<file path="config.mk">
export PLATFORM = sky130hd
export DESIGN_NAME = vout_margin_slew_scale_regs
export DESIGN_NICKNAME = d
export VERILOG_FILES = /design/src/logic/vmsl_pkg.sv /design/src/logic/vout_margin_slew_scale_regs.sv
export VERILOG_INCLUDE_DIRS = /design/src /design/src/logic
export SDC_FILE = /design/constraint.sdc
export NUM_CORES = 1
export LEC_CHECK = 0
export BUFFER_PORTS_ARGS = -buffer_cell sky130_fd_sc_hd__buf_2
export CORE_MARGIN = 1
export CORE_UTILIZATION = 30
export CTS_CLUSTER_SIZE = 10
export DETAILED_ROUTE_END_ITERATION = 8
export HOLD_SLACK_MARGIN = 0.15
export PLACE_DENSITY_LB_ADDON = 0.25
export SLEW_MARGIN = 20
export SYNTH_ARGS = -nofsm -noshare
export SYNTH_HDL_FRONTEND = slang
export SYNTH_SLANG_ARGS = --single-unit
</file>
<file path="constraint.sdc">
create_clock -name CLK_IN -period 18.1 [get_ports CLK_IN]
set_input_delay 2.715 -clock CLK_IN [delete_from_list [all_inputs] [get_ports CLK_IN]]
set_output_delay 2.715 -clock CLK_IN [all_outputs]
set_load 0.1 [all_outputs]
</file>
<file path="src/logic/vmsl_params.svh">
// Purpose: Constants for the margin, slew and loop scale command registers.
// Assumes: 125 MHz clock; linear words decoded with 16 fraction bits.
// Notes: Definitions only.
`ifndef VMSL_PARAMS_SVH
`define VMSL_PARAMS_SVH
// Command codes of the three word registers.
`define CMD_MARGIN_LOW 8'h26
`define CMD_SLEW_RATE 8'h27
`define CMD_LOOP_SCALE 8'h29
// Reset exponents.
`define SLEW_EXP_RST 5'h1c
`define SCALE_EXP_RST 5'h19
// Decoded slew range, 0.067 and 15.933 mV/us in Q16.
`define SLEW_MIN_Q 48'sh0000_0000_1127
`define SLEW_MAX_Q 48'sh0000_000f_eed9
// Decoded loop scale range and divider thresholds in Q16.
`define SCALE_MIN_Q 48'sh0000_0000_0001
`define SCALE_MAX_Q 48'sh0000_0001_0000
`define SCALE_Q_0125 48'sh0000_0000_2000
`define SCALE_Q_025 48'sh0000_0000_4000
`define SCALE_Q_05 48'sh0000_0000_8000
// Slew code is in 1/16 mV/us: Q16 shifted by 12, rounded.
`define SLEW_CODE_SHIFT 12
`define SLEW_ROUND_Q 48'sh0000_0000_0800
// Margin plus trim ceiling per divider, in output LSBs.
`define MLIM_DIV1 18'sh00166
`define MLIM_DIV05 18'sh002cd
`define MLIM_DIV025 18'sh00599
`define MLIM_DIV0125 18'sh00c00
// Operation margin field value for margin low.
`define MARGIN_SEL_LOW 2'h1
// Rate tick: 1 us of 8 ns cycles.
`define TICK_TIME_NS 1000
`define CLK_PERIOD_NS 8
`define TICK_CYCLES (`TICK_TIME_NS / `CLK_PERIOD_NS)
`endif

</file>
<file path="src/logic/vmsl_pkg.sv">
// Purpose: Types for the margin, slew and loop scale command registers.
// Assumes: Used with vmsl_params.svh.
// Notes: Types only.
`default_nettype none
package vmsl_pkg;
  // Internal feedback divider settings.
  typedef enum logic [1:0] {DIV_1, DIV_05, DIV_025, DIV_0125} divider_t;
endpackage : vmsl_pkg
`default_nettype wire

</file>
<file path="src/logic/vout_margin_slew_scale_regs.sv">
// Purpose: Margin low target, slew rate and loop scale word registers.
// Assumes: Word commands arrive as synchronous strobes from a bus front end.
// Notes: Nonvolatile values are caught in the first cycle after reset.
// Summary of operation
// - Margin low goal is margin plus trim.
// - Margin entry and exit ramp at slew.
// - Margin value unsigned, relative or absolute.
// - Invalid writes set status and notify host.
// - Conversion voltage changes use programmed slew.
// - Turn on and off ramps skip slew.
// - Slew word exponent resets minus four.
// - Slew stored exactly, nearest rate applied.
// - Slew valid 0.067 to 15.933 mV/us.
// - Scale exponent resets 11001b, mantissa nonvolatile.
// - Scale maps command and selects divider.
// - Scale quantized to four divider factors.
// - Every in-range scale value reads back.
// - Scale hardware blocked while converting, except on restore.
// - Reference scaling uses actual programmed scale.
// - Limit violations clamp; warning raised only while converting.
`timescale 1ns/1ns
`default_nettype none
`include "vmsl_params.svh"
module vout_margin_slew_scale_regs
  import vmsl_pkg::*;
#(
  parameter logic [9:0] LSB_SIXTEENTHS = 10'h01f
) (
  // Clock and reset.
  input wire logic CLK_IN,
  input wire logic NRST_IN,
  // Word command port.
  input wire logic CMD_VALID_IN,
  input wire logic CMD_WRITE_IN,
  input wire logic [7:0] CMD_CODE_IN,
  input wire logic [15:0] CMD_WDATA_IN,
  input wire logic CLEAR_FAULTS_IN,
  // Nonvolatile reset values.
  input wire logic [15:0] NVM_MARGIN_LOW_IN,
  input wire logic [10:0] NVM_SLEW_MAN_IN,
  input wire logic [10:0] NVM_SCALE_MAN_IN,
  input wire logic NVM_RESTORE_IN,
  // Converter context.
  input wire logic CONV_EN_IN,
  input wire logic RAMP_ONOFF_IN,
  input wire logic [1:0] MARGIN_SEL_IN,
  input wire logic VOUT_MODE_REL_IN,
  input wire logic [15:0] VOUT_COMMAND_IN,
  input wire logic [15:0] VOUT_TRIM_IN,
  input wire logic [15:0] VOUT_MAX_IN,
  input wire logic [15:0] VOUT_MIN_IN,
  // Read answer.
  output logic RD_VALID_OUT,
  output logic [15:0] RD_DATA_OUT,
  // Status.
  output logic CML_FLAG_OUT,
  output logic VOUT_WARN_OUT,
  output logic ALERT_OUT,
  // Hardware settings.
  output logic [15:0] TARGET_OUT,
  output logic [7:0] SLEW_CODE_OUT,
  output logic [1:0] DIVIDER_OUT,
  output logic [15:0] REF_SCALE_OUT
);

  ////////////////////////////////////////////////////////////////////////////
  // Linear word decoding.

  // Decodes a linear word into Q16 fixed point.
  function automatic logic signed [47:0] lin_dec(input logic [15:0] w);
    logic signed [47:0] m;
    logic [5:0] sh;
    m = {{37{w[10]}}, w[10:0]};
    sh = 6'({w[15], w[15:11]} + 6'h10);
    return m <<< sh;
  endfunction : lin_dec

  // Quantizes a decoded scale to a divider setting.
  function automatic divider_t div_of(input logic signed [47:0] q);
    if (q <= `SCALE_Q_0125) begin
      return DIV_0125;
    end else if (q <= `SCALE_Q_025) begin
      return DIV_025;
    end else if (q <= `SCALE_Q_05) begin
      return DIV_05;
    end else begin
      return DIV_1;
    end
  endfunction : div_of

  ////////////////////////////////////////////////////////////////////////////
  // Registers and decode.

  logic [15:0] margin_low_target_q; // Margin low word.
  logic [15:0] output_slew_rate_q; // Slew rate word.
  logic [15:0] loop_scale_factor_q; // Loop scale word.
  logic nvm_load_q; // High for the cycle after reset.
  logic cml_q; // Invalid data flag.
  logic warn_q; // Limit warning flag.
  logic [15:0] target_q; // Ramped output target.
  logic [9:0] acc_q; // Slew accumulator in 1/16 mV.
  logic [7:0] tick_cnt_q; // Microsecond divider.
  logic tick_q; // One cycle per microsecond.
  divider_t div_q; // Applied divider.

  logic wr; // Write strobe.
  logic rd; // Read strobe.
  logic signed [47:0] wr_dec; // Decoded write data.
  logic signed [17:0] trim_s; // Signed trim.
  logic signed [17:0] wr_margin; // Margin write goal.
  logic signed [17:0] mlim; // Margin ceiling.
  logic bad_write; // Write refused.
  logic signed [17:0] goal_raw; // Unclamped goal.
  logic [15:0] goal; // Clamped goal.
  logic clamp; // Goal hit a limit.
  logic [7:0] slew_code; // Nearest supported rate.
  logic [10:0] acc_sum; // Accumulator plus tick.

  assign wr = CMD_VALID_IN & CMD_WRITE_IN & ~nvm_load_q;
  assign rd = CMD_VALID_IN & ~CMD_WRITE_IN & ~nvm_load_q;
  assign wr_dec = lin_dec(CMD_WDATA_IN);
  assign trim_s = {{2{VOUT_TRIM_IN[15]}}, VOUT_TRIM_IN};

  // Ceiling follows the divider in use.
  always_comb begin
    case (div_q)
      DIV_1: mlim = `MLIM_DIV1;
      DIV_05: mlim = `MLIM_DIV05;
      DIV_025: mlim = `MLIM_DIV025;
      default: mlim = `MLIM_DIV0125;
    endcase
  end

  // Margin value is unsigned; relative mode offsets the command.
  assign wr_margin = 18'({2'h0, CMD_WDATA_IN} + trim_s +
    (VOUT_MODE_REL_IN ? {2'h0, VOUT_COMMAND_IN} : 18'sh0));

  // Checks each write against its valid span.
  always_comb begin
    bad_write = 1'b0;
    if (wr) begin
      case (CMD_CODE_IN)
        `CMD_MARGIN_LOW: bad_write = (wr_margin < 0) || (wr_margin > mlim);
        `CMD_SLEW_RATE: bad_write = (wr_dec < `SLEW_MIN_Q) || (wr_dec > `SLEW_MAX_Q);
        `CMD_LOOP_SCALE: bad_write = (wr_dec < `SCALE_MIN_Q) ||
          (wr_dec > `SCALE_MAX_Q);
        default: bad_write = 1'b1; // Unsupported command.
      endcase
    end
  end

  // Reset load, then accepted writes store the word unchanged.
  always_ff @(posedge CLK_IN) begin
    if (!NRST_IN) begin
      nvm_load_q <= 1'b1;
      margin_low_target_q <= 16'h0000;
      output_slew_rate_q <= {`SLEW_EXP_RST, 11'h000};
      loop_scale_factor_q <= {`SCALE_EXP_RST, 11'h000};
    end else if (nvm_load_q) begin
      nvm_load_q <= 1'b0;
      margin_low_target_q <= NVM_MARGIN_LOW_IN;
      output_slew_rate_q <= {`SLEW_EXP_RST, NVM_SLEW_MAN_IN};
      loop_scale_factor_q <= {`SCALE_EXP_RST, NVM_SCALE_MAN_IN};
    end else if (wr && !bad_write) begin
      case (CMD_CODE_IN)
        `CMD_MARGIN_LOW: margin_low_target_q <= CMD_WDATA_IN;
        `CMD_SLEW_RATE: output_slew_rate_q <= CMD_WDATA_IN;
        default: loop_scale_factor_q <= CMD_WDATA_IN;
      endcase
    end
  end

  // Read answers one cycle after the request.
  always_ff @(posedge CLK_IN) begin
    if (!NRST_IN) begin
      RD_VALID_OUT <= 1'b0;
      RD_DATA_OUT <= 16'h0000;
    end else begin
      RD_VALID_OUT <= rd;
      if (rd) begin
        case (CMD_CODE_IN)
          `CMD_MARGIN_LOW: RD_DATA_OUT <= margin_low_target_q;
          `CMD_SLEW_RATE: RD_DATA_OUT <= output_slew_rate_q;
          `CMD_LOOP_SCALE: RD_DATA_OUT <= loop_scale_factor_q;
          default: RD_DATA_OUT <= 16'h0000; // Unknown code reads zero.
        endcase
      end
    end
  end

  ////////////////////////////////////////////////////////////////////////////
  // Status flags; a set in the clear cycle wins.

  always_ff @(posedge CLK_IN) begin
    if (!NRST_IN) begin
      cml_q <= 1'b0;
      warn_q <= 1'b0;
      ALERT_OUT <= 1'b0;
    end else begin
      cml_q <= bad_write | (cml_q & ~CLEAR_FAULTS_IN);
      warn_q <= (clamp & CONV_EN_IN) | (warn_q & ~CLEAR_FAULTS_IN);
      ALERT_OUT <= cml_q | warn_q;
    end
  end

  assign CML_FLAG_OUT = cml_q;
  assign VOUT_WARN_OUT = warn_q;

  ////////////////////////////////////////////////////////////////////////////
  // Loop scale hardware setting.

  // Divider follows the register only while conversion is off or on restore.
  always_ff @(posedge CLK_IN) begin
    if (!NRST_IN) begin
      div_q <= DIV_1;
      REF_SCALE_OUT <= 16'h0000;
    end else if (!CONV_EN_IN || NVM_RESTORE_IN) begin
      div_q <= div_of(lin_dec(loop_scale_factor_q));
      REF_SCALE_OUT <= loop_scale_factor_q;
    end
  end

  assign DIVIDER_OUT = div_q;

  ////////////////////////////////////////////////////////////////////////////
  // Goal selection and limit clamp.

  always_comb begin
    if (MARGIN_SEL_IN == `MARGIN_SEL_LOW) begin
      goal_raw = 18'({2'h0, margin_low_target_q} + trim_s +
        (VOUT_MODE_REL_IN ? {2'h0, VOUT_COMMAND_IN} : 18'sh0));
    end else begin
      goal_raw = 18'({2'h0, VOUT_COMMAND_IN} + trim_s);
    end
    clamp = 1'b1;
    if (goal_raw > $signed({2'h0, VOUT_MAX_IN})) begin
      goal = VOUT_MAX_IN;
    end else if (goal_raw < $signed({2'h0, VOUT_MIN_IN})) begin
      goal = VOUT_MIN_IN;
    end else begin
      goal = goal_raw[15:0];
      clamp = 1'b0;
    end
  end

  ////////////////////////////////////////////////////////////////////////////
  // Slew rate ramp.

  // Nearest supported rate in 1/16 mV/us.
  assign slew_code = 8'((lin_dec(output_slew_rate_q) + `SLEW_ROUND_Q) >>> `SLEW_CODE_SHIFT);
  assign acc_sum = {1'b0, acc_q} + (tick_q ? {3'h0, slew_code} : 11'h000);

  // Microsecond tick from the clock.
  always_ff @(posedge CLK_IN) begin
    if (!NRST_IN || tick_cnt_q == 8'(`TICK_CYCLES - 1)) begin
      tick_cnt_q <= 8'h00;
    end else begin
      tick_cnt_q <= tick_cnt_q + 8'h01;
    end
    tick_q <= NRST_IN && tick_cnt_q == 8'(`TICK_CYCLES - 1);
  end

  // Target steps one LSB per LSB_SIXTEENTHS of accumulated rate.
  always_ff @(posedge CLK_IN) begin
    if (!NRST_IN) begin
      target_q <= 16'h0000;
      acc_q <= 10'h000;
      SLEW_CODE_OUT <= 8'h00;
    end else begin
      SLEW_CODE_OUT <= slew_code;
      if (RAMP_ONOFF_IN || !CONV_EN_IN) begin
        target_q <= goal;
        acc_q <= 10'h000;
      end else if (target_q == goal) begin
        acc_q <= 10'h000;
      end else if (acc_sum >= {1'b0, LSB_SIXTEENTHS}) begin
        target_q <= (target_q < goal) ? target_q + 16'h0001 : target_q - 16'h0001;
        acc_q <= 10'(acc_sum - {1'b0, LSB_SIXTEENTHS});
      end else begin
        acc_q <= acc_sum[9:0];
      end
    end
  end

  assign TARGET_OUT = target_q;

  ////////////////////////////////////////////////////////////////////////////
  // Checks.

  AST_MARGIN_GOAL: assert property (@(posedge CLK_IN) disable iff (!NRST_IN)
    (MARGIN_SEL_IN == `MARGIN_SEL_LOW) && !VOUT_MODE_REL_IN && !clamp |->
      goal == 16'(margin_low_target_q + VOUT_TRIM_IN)) else $error("margin goal wrong");
  AST_ONOFF_JUMP: assert property (@(posedge CLK_IN) disable iff (!NRST_IN)
    RAMP_ONOFF_IN |=> target_q == $past(goal)) else $error("on off ramp slewed");
  AST_RAMP_STEP: assert property (@(posedge CLK_IN) disable iff (!NRST_IN)
    CONV_EN_IN && $past(CONV_EN_IN) && !RAMP_ONOFF_IN && !$past(RAMP_ONOFF_IN) |->
      (target_q - $past(target_q) <= 16'h0001) ||
      ($past(target_q) - target_q <= 16'h0001)) else $error("ramp step too big");
  AST_SLEW_RESET: assert property (@(posedge CLK_IN)
    !NRST_IN ##1 NRST_IN |-> output_slew_rate_q[15:11] == `SLEW_EXP_RST)
    else $error("slew exponent reset wrong");
  AST_SCALE_RESET: assert property (@(posedge CLK_IN)
    !NRST_IN ##1 NRST_IN ##1 1'b1 |-> loop_scale_factor_q[15:11] == `SCALE_EXP_RST)
    else $error("scale exponent reset wrong");
  AST_BAD_FLAG: assert property (@(posedge CLK_IN) disable iff (!NRST_IN)
    bad_write |=> cml_q ##1 ALERT_OUT) else $error("invalid write not flagged");
  AST_BAD_KEEP: assert property (@(posedge CLK_IN) disable iff (!NRST_IN)
    bad_write && CMD_CODE_IN == `CMD_SLEW_RATE |=> $stable(output_slew_rate_q))
    else $error("invalid slew stored");
  AST_SCALE_BLOCK: assert property (@(posedge CLK_IN) disable iff (!NRST_IN)
    CONV_EN_IN && !NVM_RESTORE_IN |=> $stable(div_q) && $stable(REF_SCALE_OUT))
    else $error("divider changed while converting");
  AST_READBACK: assert property (@(posedge CLK_IN) disable iff (!NRST_IN)
    wr && !bad_write && CMD_CODE_IN == `CMD_LOOP_SCALE |=>
      loop_scale_factor_q == $past(CMD_WDATA_IN)) else $error("scale write not stored");
  AST_READ_DATA: assert property (@(posedge CLK_IN) disable iff (!NRST_IN)
    rd && CMD_CODE_IN == `CMD_LOOP_SCALE |=>
      RD_VALID_OUT && RD_DATA_OUT == $past(loop_scale_factor_q))
    else $error("scale readback differs");
  AST_CLAMP_WARN: assert property (@(posedge CLK_IN) disable iff (!NRST_IN)
    clamp && CONV_EN_IN |=> warn_q ##1 ALERT_OUT) else $error("limit warning missing");

endmodule : vout_margin_slew_scale_regs
`default_nettype wire

</file>
; ---- Word-level counts from Yosys, hierarchy flattened
; Cells that the tools add are included.
[word_totals]
output_inout_bits = 62
ff_bits = 130
wordCells = 127
[classes]
shifts = 3
reduce_logical = 25
eq_ne = 10
n_bitwise = 15
n_lt_le_gt_ge = 13
n_addsub = 14
muxes = 29
[op_table]
columns = operator, n
row1 = 16-bit 2-to-1 mux, 10
row2 = 11-bit by 6-bit <<< shifter with 48-bit output, 2
row3 = 11-bit 2-to-1 mux, 6
row4 = 17-bit by 16-bit adder with 18-bit output, 3
row5 = 48-bit by 18-bit greater-than comparator with 1-bit output (second input constant), 1
row6 = 48-bit by 21-bit greater-than comparator with 1-bit output (second input constant), 1
row7 = 48-bit by 15-bit <= comparator with 1-bit output (second input constant), 1
row8 = 48-bit by 16-bit <= comparator with 1-bit output (second input constant), 1
row9 = 48-bit by 17-bit <= comparator with 1-bit output (second input constant), 1
row10 = 48-bit by 14-bit less-than comparator with 1-bit output (second input constant), 1
row11 = 48-bit by 2-bit less-than comparator with 1-bit output (second input constant), 1
row12 = 16-bit one-hot mux with 3 select lines, 1
row13 = 18-bit by 16-bit adder with 18-bit output, 2
row14 = 12-bit one-hot mux with 3 select lines, 1
row15 = 8-bit by 6-bit equality test with 1-bit output (second input constant), 3
row16 = 20-bit by 13-bit adder with 20-bit output (second input constant), 1
row17 = 11-bit by 6-bit <<< shifter with 20-bit output, 1
row18 = 6-bit by 5-bit adder with 6-bit output (second input constant), 3
row19 = 18-bit by 13-bit greater-than comparator with 1-bit output, 1
row20 = 18-bit by 17-bit greater-than comparator with 1-bit output, 1
row21 = 18-bit by 1-bit less-than comparator with 1-bit output (second input constant), 1
row22 = 18-bit by 17-bit less-than comparator with 1-bit output, 1
row23 = 18-bit 2-to-1 mux, 1
row24 = 16-bit by 1-bit adder with 16-bit output (second input constant), 1
row25 = 28 further kinds, 63

; ---- Depth between registers and ports, before layout
; Gate-level depths: netlist of the first run.
[depth]
word_depth = 11
depth_mapped = 43
mapped_depth_nobuf = 41

; ---- Least setup slack after synthesis of the first run
; OpenSTA, ideal clock, no wires.
[synth_path]
path_type = input port to flip-flop
from = in VOUT_COMMAND_IN[1]
to = reg target_q[15], in the netlist TARGET_OUT[15]
stages = 39
required_ns = 18.042
setup_ns = 0.058
t_arrival_ns = 10.899
setup_slack_ns = 7.143
cell_sequence = and2_1 fa_1 ha_1 fa_1 a211oi_1 o21ai_0 a21oi_1 nor2b_1 o21a_1 nor2_1 xor2_1 mux2i_1 ha_1 a21o_1 a2111oi_0 o21ai_0 a41oi_1 o21a_1 (+3 left out) mux2_2 mux2i_1 ha_1 nand4_1 or3_1 o21ai_0 o32a_1 ha_1 or2_2 a21oi_1 a31o_2 o31a_1 a31oi_1 a31o_2 xnor2_1 or3_1 nand3_1 o211a_1
[synth_via]
elab_chain_len = 11
word_cells_on_any_way = 16
[synth_lines]
columns = item, line
row1 = start: declaration, vout_margin_slew_scale_regs.sv:48  ; input wire logic [15:0] VOUT_COMMAND_IN,
row2 = 16-bit 2-to-1 mux, vout_margin_slew_scale_regs.sv:231  ; (VOUT_MODE_REL_IN ? {2'h0, VOUT_COMMAND_IN} : 18'sh0));
row3 = 18-bit by 16-bit adder with 18-bit output, vout_margin_slew_scale_regs.sv:230  ; goal_raw = 18'({2'h0, margin_low_target_q} + trim_s +
row4 = 18-bit 2-to-1 mux *, vout_margin_slew_scale_regs.sv:229  ; if (MARGIN_SEL_IN == `MARGIN_SEL_LOW) begin
row5 = 18-bit by 17-bit less-than comparator with 1-bit output, vout_margin_slew_scale_regs.sv:238  ; end else if (goal_raw < $signed({2'h0, VOUT_MIN_IN})) begin
row6 = 16-bit 2-to-1 mux, vout_margin_slew_scale_regs.sv:238
row7 = 16-bit 2-to-1 mux *, vout_margin_slew_scale_regs.sv:236  ; if (goal_raw > $signed({2'h0, VOUT_MAX_IN})) begin
row8 = 16-bit less-than comparator, vout_margin_slew_scale_regs.sv:277  ; target_q <= (target_q < goal) ? target_q + 16'h0001 : target_q - 16'h0001;
row9 = 16-bit 2-to-1 mux, vout_margin_slew_scale_regs.sv:277
row10 = 16-bit 2-to-1 mux, vout_margin_slew_scale_regs.sv:276  ; end else if (acc_sum >= {1'b0, LSB_SIXTEENTHS}) begin
row11 = 16-bit 2-to-1 mux, vout_margin_slew_scale_regs.sv:274  ; end else if (target_q == goal) begin
row12 = 16-bit 2-to-1 mux, vout_margin_slew_scale_regs.sv:271  ; if (RAMP_ONOFF_IN || !CONV_EN_IN) begin
row13 = end signal: assignment, vout_margin_slew_scale_regs.sv:272  ; target_q <= goal;
row14 = end signal: assignment, vout_margin_slew_scale_regs.sv:277
row15 = end: declaration, vout_margin_slew_scale_regs.sv:100  ; logic [15:0] target_q;
; Every way passes the cells marked *; elsewhere a longest branch is shown, timed or not. The select of a mux whose other input is x is not followed.
; A chain may end at the register's enable or synchronous reset.

; ---- Worst setup path after layout of the first run
[layout_path]
from = in VOUT_MODE_REL_IN
to = reg target_q[14], in the netlist TARGET_OUT[14]
[layout_via]
elab_chain_len = 11
word_cells_on_any_way = 15
[layout_lines]
columns = item, line
row1 = start: declaration, vout_margin_slew_scale_regs.sv:47  ; input wire logic VOUT_MODE_REL_IN,
row2 = 16-bit 2-to-1 mux *, vout_margin_slew_scale_regs.sv:231
row3 = 18-bit by 16-bit adder with 18-bit output *, vout_margin_slew_scale_regs.sv:230
row4 = 18-bit 2-to-1 mux *, vout_margin_slew_scale_regs.sv:229
row5 = 18-bit by 17-bit less-than comparator with 1-bit output, vout_margin_slew_scale_regs.sv:238
row6 = 16-bit 2-to-1 mux, vout_margin_slew_scale_regs.sv:238
row7 = 16-bit 2-to-1 mux *, vout_margin_slew_scale_regs.sv:236
row8 = 16-bit less-than comparator, vout_margin_slew_scale_regs.sv:277
row9 = 16-bit 2-to-1 mux, vout_margin_slew_scale_regs.sv:277
row10 = 16-bit 2-to-1 mux, vout_margin_slew_scale_regs.sv:276
row11 = 16-bit 2-to-1 mux, vout_margin_slew_scale_regs.sv:274
row12 = 16-bit 2-to-1 mux, vout_margin_slew_scale_regs.sv:271
; Marks and branches as above.

==> results of run 1 <==
## power breakdown
group,internal [mW],total (mW),switching (mW)
sequential,0.305,0.333,0.0279
clock,0.192,0.345,0.152
combinational,0.233,0.630,0.397
total,0.730,1.31,0.577
## cells in the final DEF (no fill, tap or decap), types with 13 or more instances in the layout
cell | netlist | final
sky130_fd_sc_hd__mux4_2 | 19 | 19
sky130_fd_sc_hd__buf_4 | 1 | 13
sky130_fd_sc_hd__nand2_1 | 130 | 130
sky130_fd_sc_hd__nand2b_1 | 18 | 18
sky130_fd_sc_hd__a31oi_1 | 20 | 20
sky130_fd_sc_hd__fa_1 | 37 | 37
sky130_fd_sc_hd__mux2i_1 | 93 | 93
sky130_fd_sc_hd__nand3_1 | 33 | 33
sky130_fd_sc_hd__o21ai_0 | 121 | 121
sky130_fd_sc_hd__xnor2_1 | 39 | 39
sky130_fd_sc_hd__and2_1 | 42 | 42
sky130_fd_sc_hd__and3_1 | 14 | 14
sky130_fd_sc_hd__nand4_1 | 17 | 17
sky130_fd_sc_hd__nor3_1 | 36 | 35
sky130_fd_sc_hd__mux2_2 | 33 | 33
sky130_fd_sc_hd__a21oi_1 | 165 | 165
sky130_fd_sc_hd__o31ai_1 | 14 | 14
sky130_fd_sc_hd__inv_1 | 76 | 75
sky130_fd_sc_hd__xor2_1 | 29 | 29
sky130_fd_sc_hd__dfxtp_1 | 130 | 130
sky130_fd_sc_hd__nor2_1 | 145 | 144
sky130_fd_sc_hd__buf_2 | 15 | 198
sky130_fd_sc_hd__a21o_1 | 34 | 34
sky130_fd_sc_hd__a22oi_1 | 22 | 22
sky130_fd_sc_hd__clkbuf_16 | 0 | 17
sky130_fd_sc_hd__ha_1 | 141 | 141
sky130_fd_sc_hd__o21a_1 | 17 | 17
sky130_fd_sc_hd__a211oi_1 | 49 | 49
sky130_fd_sc_hd__nor2b_1 | 25 | 25
## tightest hold or removal path: stages (launching register included)
cell	delay, ns
sky130_fd_sc_hd__dfxtp_1	0.31
sky130_fd_sc_hd__nand2_1	0.05
sky130_fd_sc_hd__a21oi_1	0.05
## cell type report
| type | instances | area share |
|---|---|---|
| Antenna cell | 1 | 0.000153 |
| Clock buffer | 17 | 0.0259 |
| Clock inverter | 15 | 0.00907 |
| Inverter | 78 | 0.0178 |
| Multi-Input combinational cell | 1479 | 0.676 |
| Sequential cell | 130 | 0.159 |
| Tap cell | 607 | 0.0463 |
| Timing Repair Buffer | 211 | 0.0663 |
## sequential cells by signal, indices dropped and copies added, names as in the netlist
| name | flops |
|---|---|
| DIVIDER_OUT | 2 |
| CML_FLAG_OUT | 1 |
| RD_DATA_OUT | 16 |
| tick_cnt_q | 8 |
| loop_scale_factor_q | 16 |
| nvm_load_q | 1 |
| margin_low_target_q | 16 |
| output_slew_rate_q | 16 |
| VOUT_WARN_OUT | 1 |
| acc_q | 10 |
| SLEW_CODE_OUT | 8 |
| TARGET_OUT | 16 |
| REF_SCALE_OUT | 16 |
| tick_q | 1 |
| ALERT_OUT | 1 |
| RD_VALID_OUT | 1 |
## worst max-delay path by stage
stage / slack [ns] / to / depth (start not counted) / start
floorplan: 7.14 / TARGET_OUT[15]$_SDFFE_PN0P_ / 39 / VOUT_COMMAND_IN[1]
global placement: 5.86 / TARGET_OUT[14]$_SDFFE_PN0P_ / 39 / VOUT_MODE_REL_IN
detailed placement: 5.52 / TARGET_OUT[14]$_SDFFE_PN0P_ / 39 / VOUT_MODE_REL_IN
CTS: 5.95 / TARGET_OUT[14]$_SDFFE_PN0P_ / 39 / VOUT_MODE_REL_IN
global route: 5.15 / TARGET_OUT[14]$_SDFFE_PN0P_ / 39 / VOUT_MODE_REL_IN
finish: 5.88 / TARGET_OUT[14]$_SDFFE_PN0P_ / 39 / VOUT_MODE_REL_IN
## cell usage after synthesis, types with 15 or more instances
library cell / instances / share of area
sky130_fd_sc_hd__xor2_1: 29 / 0.018
sky130_fd_sc_hd__nor3_1: 36 / 0.013
sky130_fd_sc_hd__nand2b_1: 18 / 0.0078
sky130_fd_sc_hd__dfxtp_1: 130 / 0.18
sky130_fd_sc_hd__and2_1: 42 / 0.018
sky130_fd_sc_hd__a31oi_1: 20 / 0.0087
sky130_fd_sc_hd__nand2_1: 130 / 0.034
sky130_fd_sc_hd__xnor2_1: 39 / 0.024
sky130_fd_sc_hd__buf_2: 15 / 0.0052
sky130_fd_sc_hd__mux4_2: 19 / 0.030
sky130_fd_sc_hd__clkbuf_1: 77 / 0.020
sky130_fd_sc_hd__a22oi_1: 22 / 0.011
sky130_fd_sc_hd__ha_1: 141 / 0.12
sky130_fd_sc_hd__a211oi_1: 49 / 0.026
sky130_fd_sc_hd__nand3_1: 33 / 0.011
sky130_fd_sc_hd__mux2i_1: 93 / 0.065
sky130_fd_sc_hd__nand4_1: 17 / 0.0074
sky130_fd_sc_hd__nor2b_1: 25 / 0.011
sky130_fd_sc_hd__nor2_1: 145 / 0.038
sky130_fd_sc_hd__inv_1: 76 / 0.020
sky130_fd_sc_hd__fa_1: 37 / 0.051
sky130_fd_sc_hd__a21o_1: 34 / 0.018
sky130_fd_sc_hd__mux2_2: 33 / 0.026
sky130_fd_sc_hd__a21oi_1: 165 / 0.057
sky130_fd_sc_hd__o21a_1: 17 / 0.0089
sky130_fd_sc_hd__o21ai_0: 121 / 0.042
## cell families after synthesis
group / Yosys count
adder cells (fa/ha/maj): 178
XOR/XNOR: 68
AO/OA/AOI/OAI: 560
buffers and inverters: 177
multiplexers: 147
flip-flops: 130
AND/OR/NAND/NOR: 526
## metal layers
layer	wire [µm]	vias to the layer above	part of all wire
met5	17	-	0.00034
met4	1350	4	0.027
met3	2610	64	0.052
met2	23300	394	0.46
met1	23000	6646	0.46
li1	-	6877	-
==> metrics, run 1 <==
P_leak=roughly 7.1 nW; final-stage net count=2,232; Slew Limit Headroom=0.355; kind of critical path=input port to flop; number of enable flip-flop cells after synthesis=0; largest family of logic cells by synthesized area=compound AO/OA/AOI/OAI gates; worst supply voltage drop on vdd=roughly 72 µV; maximum clock path buffer count=2; antenna-violating nets left=0; number of DRC violations after detailed routing=0; post-CTS setup buffers=0; crit path DAT=12.56 ns; average via count per standard cell=roughly 5.5; result of the run=completed; post-route setup slack=5.88 ns; r2r endpoint=TARGET_OUT[14]$_SDFFE_PN0P_; number of I/O pins=199; final hold violations=0; TritonCTS clock tree=yes; clock root cell=sky130_fd_sc_hd__clkbuf_16; number of max-capacitance violations reported=0; instance area after placement=15,800 µm²; Die ar.=48,900 µm²; detailed-placement wirelength estimate=between 30 and 40 mm; CP delay by family, top=compound AO/OA/AOI/OAI gates; core region area=47,000 µm²; most used flip-flop cell after synthesis=sky130_fd_sc_hd__dfxtp_1; mux cell area share after synthesis=0.123; cts hold-fix bufs=0; fraction of registers with async set/reset=0; Synth Area in Compound Gates=0.249; CP Data Required Time=18.44 ns; proportion of synthesized chip area in sequential cells=0.181; share of the core filled with cells in the final layout=0.349; via count of the first global-routing pass=between 10,000 and 15,000; deepest level of the CTS H-tree=4; average instance area after synthesis=8.07 µm²; clock skew=around 0.015 ns; count of cells resized by post-cts repair=0; count of TritonRoute iterations in the first routing pass=5; clock latency at the later pin of the worst-skew pair=between 0.4 and 0.5 ns; sinks on the clock net=130; met2 GRT Util=0.336; initial core utilization=0.307; Placed Cells incl. Taps=~2,500; count of fill cells added during filler insertion=roughly 5,000; worst path buffer plus inverter count=1; Avg WL per Cell=19.8 µm; final worst path period need=12.22 ns; Reg2Reg Launch Point=margin_low_target_q[1]$_SDFFE_PN0P_; RSZ-0062 raised after global routing=false; crit start category=input port; depth of the worst hold-timing path=2; share of synthesized cell area in full adder, half adder and majority cells=0.174; path depth of the worst reg2reg path=37; M1 GR Usage=0.272; number of buffers added by the clock tree synthesis step=17; horizontal die dimension=between 200 and 250 µm; Worst Max-Slew Pin Slew=0.965 ns; grt ovf=0; Fin Setup TNS=0 ns; post-synthesis cell count=1,786; post-synthesis register bit count=130; detailed-route wire length=50.3 mm; vertical die dimension=between 200 and 250 µm; area delta synth->final=13.9%; Max Transition Viols Final=0; nature of the critical path endpoint=flop; number of DRC markers in iteration 0=900; Port Buffer Count=between 150 and 200; clock transition time at the flip-flop clock pins of the worst setup and hold paths=about 0.06 ns; antenna violations before repair=3; Reg2Reg Setup Slack=around 8.1 ns; Final Cell Area=16,400 µm²; post-layout instance count excluding filler cells=around 2,500; post-placement worst setup slack=5.52 ns; most used routing layer=met2; share of synthesized cell area in and, or, nand and nor gates=0.182; total power draw=1.31 mW; area occupied by multi-input gates=11,100 µm²; PD cells=approximately 80 nW/µm²; GR Util All Layers=0.205; XOR/XNOR Fraction of Synth Area=0.0413; Max stage delay cell, worst path=sky130_fd_sc_hd__nand2_1; endpoint of the worst hold-timing path=REF_SCALE_OUT[5]$_SDFFE_PN0P_; slowest cell delay on critical path=0.70 ns; share of post-route cells with drive strength above 1=0.167; via count=13,985; type of the most critical hold path=flop to flop; post-synth cell types=87; Yosys warning total=0; flip-flop and latch area=2600 µm²; CP max FO=18; synthesized area=14,400 µm²; Mapped Nets=2,101; Fmax=0.0818 GHz; first-pass GRT wire length=78.7 mm; Routability Congestion=0.932; maximum number of pins on one net before global-route repair=between 70 and 80; part of the cycle the worst path needs=0.675; met3 global-route usage=0.0319; endpoints failing setup=0; Fin Hold WS=around 0.45 ns; Min-Delay Startpoint=REF_SCALE_OUT[5]$_SDFFE_PN0P_; row count=around 80
Note: power is estimated with default switching activity, not from simulation.
==> inputs of run 2 (changes only) <==
- clock period: 18.1 -> 10.4 ns (I/O delays scaled with it)
==> run 2 against run 1 <==
Effect of this change: clock-buffer cell count grew 1; wire length rose by 0.80%; first-iteration DRC count up 4.8%; hold slack worse by 0.0021 ns; critical endpoint is now TARGET_OUT[15]$_SDFFE_PN0P_; register-to-register slack got worse by 6.6 ns; via count increased by 0.62%; flip-flop and latch count unchanged; total power up 78%; clock power is 85% higher; non-clock buffer count grew 4; sequential power up 74%; highest routed layer unchanged; sequential share of layout area down 0.079 points.
==> metrics, run 2 (synthesis gave the netlist of run 1 again) <==
result of the run=completed; final hold violations=0; via count=14,072; instance area after placement=15,900 µm²; most used cells in the layout excluding fill and tap cells=sky130_fd_sc_hd__buf_2 (198), sky130_fd_sc_hd__a21oi_1 (164), sky130_fd_sc_hd__nor2_1 (144); number of DRC violations after detailed routing=0; grt ovf=0; CP max FO=8; nature of the critical path endpoint=flop; Fin Setup TNS=0 ns; horizontal die dimension=221 µm; maximum number of pins on one net before global-route repair=75; Die ar.=48,900 µm²; GR Util All Layers=0.206; crit path DAT=10.22 ns; first-pass GRT wire length=78.7 mm; Fin Hold WS=0.452 ns; detailed-route wire length=50.7 mm; part of the cycle the worst path needs=0.945; clock skew=0.0136 ns; Max Transition Viols Final=0; area delta synth->final=14.5%; final worst path period need=9.82 ns; via count of the first global-routing pass=13,620; clock latency at the later pin of the worst-skew pair=0.46 ns; Max stage delay cell, worst path=sky130_fd_sc_hd__a2111oi_0; post-placement worst setup slack=0.0237 ns; initial core utilization=0.307; sinks on the clock net=130; kind of critical path=input port to flop; Final Cell Area=roughly 16,000 µm²; Fmax=0.102 GHz; depth of the worst hold-timing path=2; most common library cell in the layout ignoring fill and taps=sky130_fd_sc_hd__buf_2; core region area=47,000 µm²; Min-Delay Startpoint=REF_SCALE_OUT[13]$_SDFFE_PN0P_; average via count per standard cell=5.53; Reg2Reg Launch Point=margin_low_target_q[1]$_SDFFE_PN0P_; detailed-placement wirelength estimate=40.1 mm; row count=79; clock root cell=sky130_fd_sc_hd__clkbuf_16; antenna-violating nets left=0; endpoints failing setup=0; Worst Max-Slew Pin Slew=0.961 ns; PD cells=141 nW/µm²; worst supply voltage drop on vdd=around 120 µV; Routability Congestion=0.944; endpoint of the worst hold-timing path=REF_SCALE_OUT[13]$_SDFFE_PN0P_; post-route setup slack=0.575 ns; antenna violations before repair=4; P_leak=7.18 nW; r2r endpoint=TARGET_OUT[15]$_SDFFE_PN0P_; number of buffers added by the clock tree synthesis step=17; count of TritonRoute iterations in the first routing pass=5; crit start category=input port; CP Data Required Time=10.80 ns; vertical die dimension=221 µm; Reg2Reg Setup Slack=approximately 1.4 ns; share of post-route cells with drive strength above 1=0.171; clock transition time at the flip-flop clock pins of the worst setup and hold paths=0.06 ns; Port Buffer Count=198; number of I/O pins=199; final-stage net count=2,236; path depth of the worst reg2reg path=36; deepest level of the CTS H-tree=4; number of max-capacitance violations reported=0; TritonCTS clock tree=yes; maximum clock path buffer count=2; cell seen most often among critical-path stages=sky130_fd_sc_hd__ha_1; Avg WL per Cell=19.9 µm; type of the most critical hold path=flop to flop; Slew Limit Headroom=0.357; slowest cell delay on critical path=0.46 ns; number of DRC markers in iteration 0=943
## run 2: metal layers
metal,global-route usage,wire [µm]
met5,0,21
met4,0.0832,1700
met3,0.0369,2830
met2,0.330,23100
met1,0.271,23000
## run 2: through the flow
stage	power (mW)	utilization	std cells
after floorplan	1.40	-	1786
after global placement	1.68	0.338	2509
after detailed placement	1.68	0.338	2509
after CTS	2.33	0.351	2541
after global routing	2.49	0.351	2543
final	2.33	0.351	2543
## run 2: report_power, final
part           internal, mW  switching [mW]  leakage, nW
clock network         0.366           0.273        0.295
logic                 0.414           0.696         5.82
registers             0.531          0.0484         1.07
## run 2: how the worst max path moves through the flow
stage | startpoint | depth (start not counted) | to
after floorplan | VOUT_COMMAND_IN[1] | 39 | TARGET_OUT[15]$_SDFFE_PN0P_
after global placement | VOUT_COMMAND_IN[1] | 41 | TARGET_OUT[15]$_SDFFE_PN0P_
after detailed placement | VOUT_COMMAND_IN[1] | 41 | TARGET_OUT[14]$_SDFFE_PN0P_
after CTS | VOUT_MODE_REL_IN | 41 | TARGET_OUT[14]$_SDFFE_PN0P_
after global routing | VOUT_MODE_REL_IN | 42 | TARGET_OUT[14]$_SDFFE_PN0P_
final | VOUT_MODE_REL_IN | 38 | TARGET_OUT[15]$_SDFFE_PN0P_
## run 2: critical path: cells and delay by family
kind	cells	cell delay (ns)
AO/OA/AOI/OAI	19	4.19
adder cells (fa/ha/maj)	6	2.09
buffers and inverters	1	0.14
XOR/XNOR	2	0.28
AND/OR/NAND/NOR	10	1.96
## run 2: final cells by class
class / instances / area (µm²)
timing repair buffer: 215 / 1130
fill: 4932 / 30500
clock buffer: 18 / 439
clock inverter: 14 / 166
antenna: 2 / 5.00
multi-input combinational: 1479 / 11100
sequential: 130 / 2600
tap: 607 / 759
inverter: 78 / 293
## run 2: timing repair
action	CTS	global route
setup buffers	0	0
endpoints found under the setup margin	0	5
hold buffers	0	0
gates resized for setup	0	4
